<file path="config.mk">
export PLATFORM = sky130hd
export DESIGN_NAME = dda_core
export DESIGN_NICKNAME = d
export VERILOG_FILES = /design/src/design/dda_pkg.sv /design/src/design/dda_rd_if.sv /design/src/design/dda_rd_mux.sv /design/src/design/dda_core.sv
export SDC_FILE = /design/constraint.sdc
export NUM_CORES = 1
export LEC_CHECK = 0
export CAP_MARGIN = 15
export CORE_MARGIN = 2
export CORE_UTILIZATION = 35
export CTS_CLUSTER_SIZE = 40
export DETAILED_ROUTE_END_ITERATION = 8
export DONT_BUFFER_PORTS = 1
export GPL_TIMING_DRIVEN = 0
export PLACE_DENSITY = 0.56
export SLEW_MARGIN = 30
export SYNTH_ARGS = -nofsm -noshare
export SYNTH_HDL_FRONTEND = slang
export SYNTH_SLANG_ARGS = --single-unit
</file>
<file path="constraint.sdc">
create_clock -name clk -period 8.21 [get_ports clk]
set_clock_uncertainty 0.1 [all_clocks]
set_input_delay 0.821 -clock clk [delete_from_list [all_inputs] [get_ports clk]]
set_output_delay 0.821 -clock clk [all_outputs]
set_load 0.1 [all_outputs]
</file>
<file path="src/design/dda_pkg.sv">
// Package: offsets, reset values and modes of the distributed DMA address/count block
package dda_pkg;
  // ****************************************
  // Window decode
  // ****************************************
  localparam logic [7:0] DDA_CFG_BASE_OFFSET = 8'h98;
  localparam int DDA_WINDOW_BYTES = 16;
  localparam int DDA_WINDOW_BITS = 4;
  // ****************************************
  // Register offsets within the window
  // ****************************************
  localparam logic [3:0] DDA_OFS_ADDR = 4'h0;
  localparam logic [3:0] DDA_OFS_PAGE = 4'h2;
  localparam logic [3:0] DDA_OFS_COUNT = 4'h4;
  // ****************************************
  // Reset values
  // ****************************************
  localparam logic [15:0] DDA_ADDR_RST = 16'h0000;
  localparam logic [7:0] DDA_PAGE_RST = 8'h00;
  localparam logic [15:0] DDA_COUNT_RST = 16'h0000;
  localparam logic [31:0] DDA_IOBASE_RST = 32'h0000_0000;
  // ****************************************
  // Count steps and transfer width
  // ****************************************
  localparam logic [15:0] DDA_STEP_8 = 16'h0001;
  localparam logic [15:0] DDA_STEP_16 = 16'h0002;
  typedef enum logic {DDA_W8, DDA_W16} dda_width_e;
endpackage

</file>
<file path="src/design/dda_rd_if.sv">
// Interface: register read path between the decoder and the core
`timescale 1ns/1ps
`default_nettype none
interface dda_rd_if;
  logic [3:0] ofs;
  logic [15:0] data;
  modport core (input ofs, output data);
  modport dec (output ofs, input data);
endinterface
`default_nettype wire

</file>
<file path="src/design/dda_rd_mux.sv">
// Read multiplexer for the distributed DMA address/count window
`timescale 1ns/1ps
`default_nettype none
module dda_rd_mux
  import dda_pkg::*;
(
  dda_rd_if.core rd,
  input wire logic [15:0] cur_addr,
  input wire logic [7:0] page,
  input wire logic [15:0] cur_count
);
  // ****************************************
  // Read data select
  // ****************************************
  // Unlisted offsets read zero
  always_comb begin
    unique case (rd.ofs)
      DDA_OFS_ADDR: rd.data = cur_addr;
      DDA_OFS_PAGE: rd.data = {8'h00, page};
      DDA_OFS_COUNT: rd.data = cur_count;
      default: rd.data = 16'h0000;
    endcase
  end
endmodule
`default_nettype wire

</file>
<file path="src/design/dda_core.sv">
// Distributed DMA address/count section: window decode, registers, bus address
// Function
// - Decode 16-byte I/O window from base
// - Obsolete legacy bits are read-only, inert
// - Reserved locations read zero, ignore writes
// - Offset 00h writes base, reads current
// - Offset 02h holds 8-bit page
// - 8-bit mode: address on AD15-AD0
// - 8-bit mode: page on AD23-AD16
// - 16-bit mode: address shifted onto AD16-AD1
// - 16-bit mode: AD0 driven low
// - 16-bit mode: page[7:1] on AD23-AD17
// - Offset 04h writes base, reads current count
// - 8-bit mode: count minus one per transfer
// - 16-bit mode: count minus two per transfer
`timescale 1ns/1ps
`default_nettype none
module dda_core
  import dda_pkg::*;
(
  input wire logic clk,
  input wire logic rst_n,
  input wire logic [31:0] io_base,
  input wire logic [31:0] io_addr,
  input wire logic io_wr,
  input wire logic io_rd,
  input wire logic [15:0] io_wdata,
  input wire logic [1:0] io_be,
  output logic io_hit,
  output logic [15:0] io_rdata,
  input wire logic xfer_16,
  input wire logic xfer_done,
  input wire logic addr_dec,
  output logic [31:0] ad_addr,
  output logic terminal_count
);
  // ****************************************
  // Window decode
  // ****************************************
  logic [3:0] ofs;
  logic wr_addr;
  logic wr_page;
  logic wr_count;
  logic rsvd_hit;
  dda_width_e width;
  dda_rd_if rd ();
  // Hit on the 16-byte window above the base
  always_comb begin
    io_hit = (io_addr[31:DDA_WINDOW_BITS] == io_base[31:DDA_WINDOW_BITS]);
    ofs = io_addr[DDA_WINDOW_BITS-1:0];
    wr_addr = io_hit && io_wr && (ofs == DDA_OFS_ADDR);
    wr_page = io_hit && io_wr && (ofs == DDA_OFS_PAGE) && io_be[0];
    wr_count = io_hit && io_wr && (ofs == DDA_OFS_COUNT);
    rsvd_hit = io_hit && (ofs != DDA_OFS_ADDR) && (ofs != DDA_OFS_PAGE)
      && (ofs != DDA_OFS_COUNT);
    width = xfer_16 ? DDA_W16 : DDA_W8;
  end
  // ****************************************
  // Registers
  // ****************************************
  logic [15:0] base_addr_reg, base_addr_next;
  logic [15:0] cur_addr_reg, cur_addr_next;
  logic [7:0] page_reg, page_next;
  logic [15:0] base_count_reg, base_count_next;
  logic [15:0] cur_count_reg, cur_count_next;
  logic [15:0] step;
  logic [15:0] wmask;
  // Next values: writes load base and current, transfers advance current
  always_comb begin
    wmask = {{8{io_be[1]}}, {8{io_be[0]}}};
    step = (width == DDA_W16) ? DDA_STEP_16 : DDA_STEP_8;
    base_addr_next = base_addr_reg;
    cur_addr_next = cur_addr_reg;
    page_next = page_reg;
    base_count_next = base_count_reg;
    cur_count_next = cur_count_reg;
    if (xfer_done) begin
      cur_count_next = cur_count_reg - step;
      cur_addr_next = addr_dec ? cur_addr_reg - 16'h0001 : cur_addr_reg + 16'h0001;
    end
    if (wr_addr) begin
      base_addr_next = (base_addr_reg & ~wmask) | (io_wdata & wmask);
      cur_addr_next = base_addr_next;
    end
    if (wr_page) begin
      page_next = io_wdata[7:0];
    end
    if (wr_count) begin
      base_count_next = (base_count_reg & ~wmask) | (io_wdata & wmask);
      cur_count_next = base_count_next;
    end
  end
  // Register update with synchronous reset
  always_ff @(posedge clk) begin
    if (!rst_n) begin
      base_addr_reg <= DDA_ADDR_RST;
      cur_addr_reg <= DDA_ADDR_RST;
      page_reg <= DDA_PAGE_RST;
      base_count_reg <= DDA_COUNT_RST;
      cur_count_reg <= DDA_COUNT_RST;
    end else begin
      base_addr_reg <= base_addr_next;
      cur_addr_reg <= cur_addr_next;
      page_reg <= page_next;
      base_count_reg <= base_count_next;
      cur_count_reg <= cur_count_next;
    end
  end
  // ****************************************
  // Read path
  // ****************************************
  logic [15:0] rdata_next;
  logic [15:0] rdata_reg;
  assign rd.ofs = ofs;
  dda_rd_mux u_rd_mux (
    .rd(rd),
    .cur_addr(cur_addr_reg),
    .page(page_reg),
    .cur_count(cur_count_reg)
  );
  // Read data registered; misses read zero
  always_comb begin
    rdata_next = (io_hit && io_rd) ? rd.data : 16'h0000;
  end
  // Read data register
  always_ff @(posedge clk) begin
    if (!rst_n) begin
      rdata_reg <= 16'h0000;
    end else begin
      rdata_reg <= rdata_next;
    end
  end
  assign io_rdata = rdata_reg;
  // ****************************************
  // Address phase value
  // ****************************************
  logic [31:0] ad_next;
  logic [31:0] ad_reg;
  logic tc_reg;
  logic tc_next;
  // Byte mode keeps the address, word mode shifts it up one; both follow the
  // next-state registers so a write or a transfer shows in the very next cycle
  always_comb begin
    // Terminal count marks a transfer that takes the count below zero
    tc_next = xfer_done && (cur_count_reg < step);
    if (width == DDA_W16) begin
      ad_next = {8'h00, page_next[7:1], cur_addr_next, 1'b0};
    end else begin
      ad_next = {8'h00, page_next, cur_addr_next};
    end
  end
  // Address phase and terminal count registers
  always_ff @(posedge clk) begin
    if (!rst_n) begin
      ad_reg <= 32'h0000_0000;
      tc_reg <= 1'b0;
    end else begin
      ad_reg <= ad_next;
      tc_reg <= tc_next;
    end
  end
  assign ad_addr = ad_reg;
  assign terminal_count = tc_reg;
endmodule
`default_nettype wire

</file>
==> flow_metrics.tcl <==
set metrics [dict create \
    period_minus_slack_ps 3363 \
    clockBufferDepth 2 \
    dr.pass1.iters 5 \
    numCtsBuffers 9 \
    nFillCells 1647 \
    r2r-start "cur_addr_reg[8]" \
    hold_violations 0 \
    post-cts-setup-buffer-count 0 \
    ios 139 \
    placed_cells 877 \
    hpwl_mm 13.19 \
    hp-class "reg -> reg" \
    clock-sinks 106 \
    status "finished clean" \
    critPathLaunchType "input pin" \
    ff2ff_path_depth 8 \
    fin_cells 892 \
    drt_iter0_markers 361 \
    hold_buffers 0 \
    hold_start "base_count_reg[7]" \
    cts_resized 0 \
    drv_cap 0 \
    syn_avg_cell_area_um2 8.965 \
    synth_ff_type "dfxtp_1" \
    yosysTopAreaCellShare_pct 36.47 \
    grt_pass1_vias 4599 \
    rsz0062_at_grt "false" \
    final_layout_size_suffix_gt1_share_pct 8.482 \
    viasPerCell 5.252 \
    wl_per_cell_um 18.58 \
    io_buffer_count 0 \
    finalCritPeriodShare_pct 40.96 \
    die-area_um2 17670 \
    power.leakage_nw 2.597 \
    regArea_um2 2122 \
    gp_congestion 0.8394 \
    yosysSeqAreaShare_pct 36.47 \
    fp-row-count 47 \
    vias 4685 \
    cts_tree "done" \
    slew_headroom_pct 35.09 \
    fin_setup_tns_ps 0 \
    ir_drop_v 0.0001059 \
    grt_pass1_wl_mm 25.53 \
    ys_warn_count 0 \
    area_delta_synth_final_pct 10.71 \
    grt_max_degree 18 \
    fmax_mhz 297.4 \
    critPathKind "in -> reg" \
    synthArstFlopShare_pct 0 \
    synth_edf_count 0 \
    hold_end "base_count_reg[7]" \
    finalWirelength_mm 16.57 \
    tightest_slew_ps 972.3 \
    ys_types 54 \
    drcViolationCount 0 \
    final_nets 775 \
    finalSetupViolations 0 \
    synth_area_leaders "dfxtp_1 36%, mux2i_1 13%, nor2_1 4.8%, xor2_1 3.9%, a211oi_1 3.9%" \
    die_w_um 132.9 \
    drv_slew 0 \
    syn_area_um2 5818 \
    antenna_cells 0 \
    antenna_found_initial 0 \
    multi_input_area_um2 3440 \
    track_usage_pct 18.71 \
    coreArea_um2 16410 \
    cp_max_fo 10 \
    syn_inst 649 \
    initial_core_util_pct 35.46 \
    r2r_end "ad_addr[16]" \
    min_path_cells 2 \
    ff2ff_setup_slack_ps 5160 \
    ctsHtreeMaxLevel 3 \
    die_height_um 132.9 \
    yosysTopAreaCell "dfxtp_1" \
    pwr_density_cell_nw_per_um2 225.6 \
    endpoint_kind "flop" \
    cp.required_ps 8340 \
    clkTransAtPathRegs_ps 70 \
    detail-route-antenna-nets 0 \
    gr-total-overflow 0 \
    crit_arrival_ps 3490 \
    largest_reg_flops 17 \
    synth_seq_cells 106 \
    fin_hold_ws_ps 352.2 \
    insertion_delay_ps 350 \
    cts_root_buffer "clkbuf_16" \
]
==> cell type report <==
class / count / area share [%]
multi-input cells: 490 / 53.40
flip-flops and latches: 106 / 32.94
well taps: 220 / 4.274
clock buffers: 12 / 3.982
plain buffers: 48 / 3.807
clock inverters: 3 / 0.7187
inverters: 12 / 0.6993
repair buffers: 1 / 0.1748
==> stage by stage <==
| step | setup WS [ps] | instance area (µm²) | power (mW) | utilization [%] |
|---|---|---|---|---|
| 3_3_place_gp | 3404 | 6120 | 1.007 | 37.30 |
| 6_report | 4847 | 6441 | 1.453 | 39.26 |
| 3_5_place_dp | 4445 | 6138 | 1.012 | 37.41 |
| 4_1_cts | 4823 | 6441 | 1.460 | 39.26 |
| 5_1_grt | 4677 | 6441 | 1.520 | 39.26 |
| 2_1_floorplan | 4200 | 5844 | 0.9372 | - |
==> worst max-delay path by stage <==
stage | from | endpoint | slack (ps) | cells after the start
after floorplan | io_base[15] | cur_count_reg[10] | 4200 | 8
after global placement | io_base[15] | io_rdata[7] | 3400 | 6
after detailed placement | xfer_16 | cur_count_reg[9] | 4450 | 8
after CTS | xfer_16 | cur_count_reg[9] | 4820 | 8
after global routing | xfer_16 | cur_count_reg[13] | 4680 | 8
final | xfer_16 | terminal_count | 4850 | 7
==> critical path: stages <==
cell and delay, ps:
clkbuf_1 410, clkinv_1 490, fa_1 590, or3_1 410, or2_4 290, nand2b_1 190, nor4_1 280
==> cells by family after synthesis <==
group / synth area share (%)
and+or+nand+nor: 17.79
muxes: 15.25
DFF: 36.47
adders and majority gates: 4.129
xor gates and xnor gates: 7.677
AOI/OAI and AO/OA: 13.64
other: 0.06445
buffers and inverters: 4.989
==> report_power, final <==
part / switching (mW) / leakage [nW] / total (mW) / internal (mW)
combinational: 0.186 / 1.59 / 0.318 / 0.131
sequential: 0.133 / 0.863 / 0.688 / 0.555
clock: 0.194 / 0.145 / 0.447 / 0.253
==> cell usage after synthesis, types with 2 or more instances <==
cell and instances:
o22ai_1 6, a211o_1 2, and3_1 6, mux2_2 13, a21o_1 5, a31oi_1 5
inv_1 10, o21ai_0 18, dfxtp_1 106, ha_1 16, a22oi_1 8, nor4_1 11
or3_1 7, buf_1 3, xnor2_1 25, buf_4 15, a311oi_1 3, nand2_1 40
nand3_1 11, o32ai_1 2, nor2_1 75, buf_2 7, xor2_1 26, nor2b_1 16
fa_1 2, nand2b_1 5, nand4_1 7, a211oi_1 30, nand3b_1 2, and4_1 2
o2111ai_1 3, clkinv_1 2, clkbuf_1 23, o31ai_1 3, nor3_1 9, o21bai_1 2
mux2i_1 74, and2_1 7, a21oi_1 27
==> layout by cell type, fill, tap and decap left out, drive strengths merged, types with 12 or more instances in the layout <==
master,count
nor4,12
ha,16
nor2,75
o21ai,18
mux2,13
buf,26
dfxtp,106
clkbuf,35
nor2b,16
mux2i,74
nand2,40
xor2,26
a211oi,30
a21oi,27
xnor2,25
==> routing by layer <==
layer | up-vias | part of all wire (%) | routed length (µm) | GRT usage [%]
li1 | 2326 | - | - | -
met1 | 2211 | 46 | 7566 | 24.38
met2 | 133 | 48 | 7878 | 30.83
met3 | 15 | 5.4 | 890 | 4.444
met4 | 0 | 1.4 | 234 | 5.496
met5 | - | 0 | 0 | 0
Power figures use the tool's default switching activity.
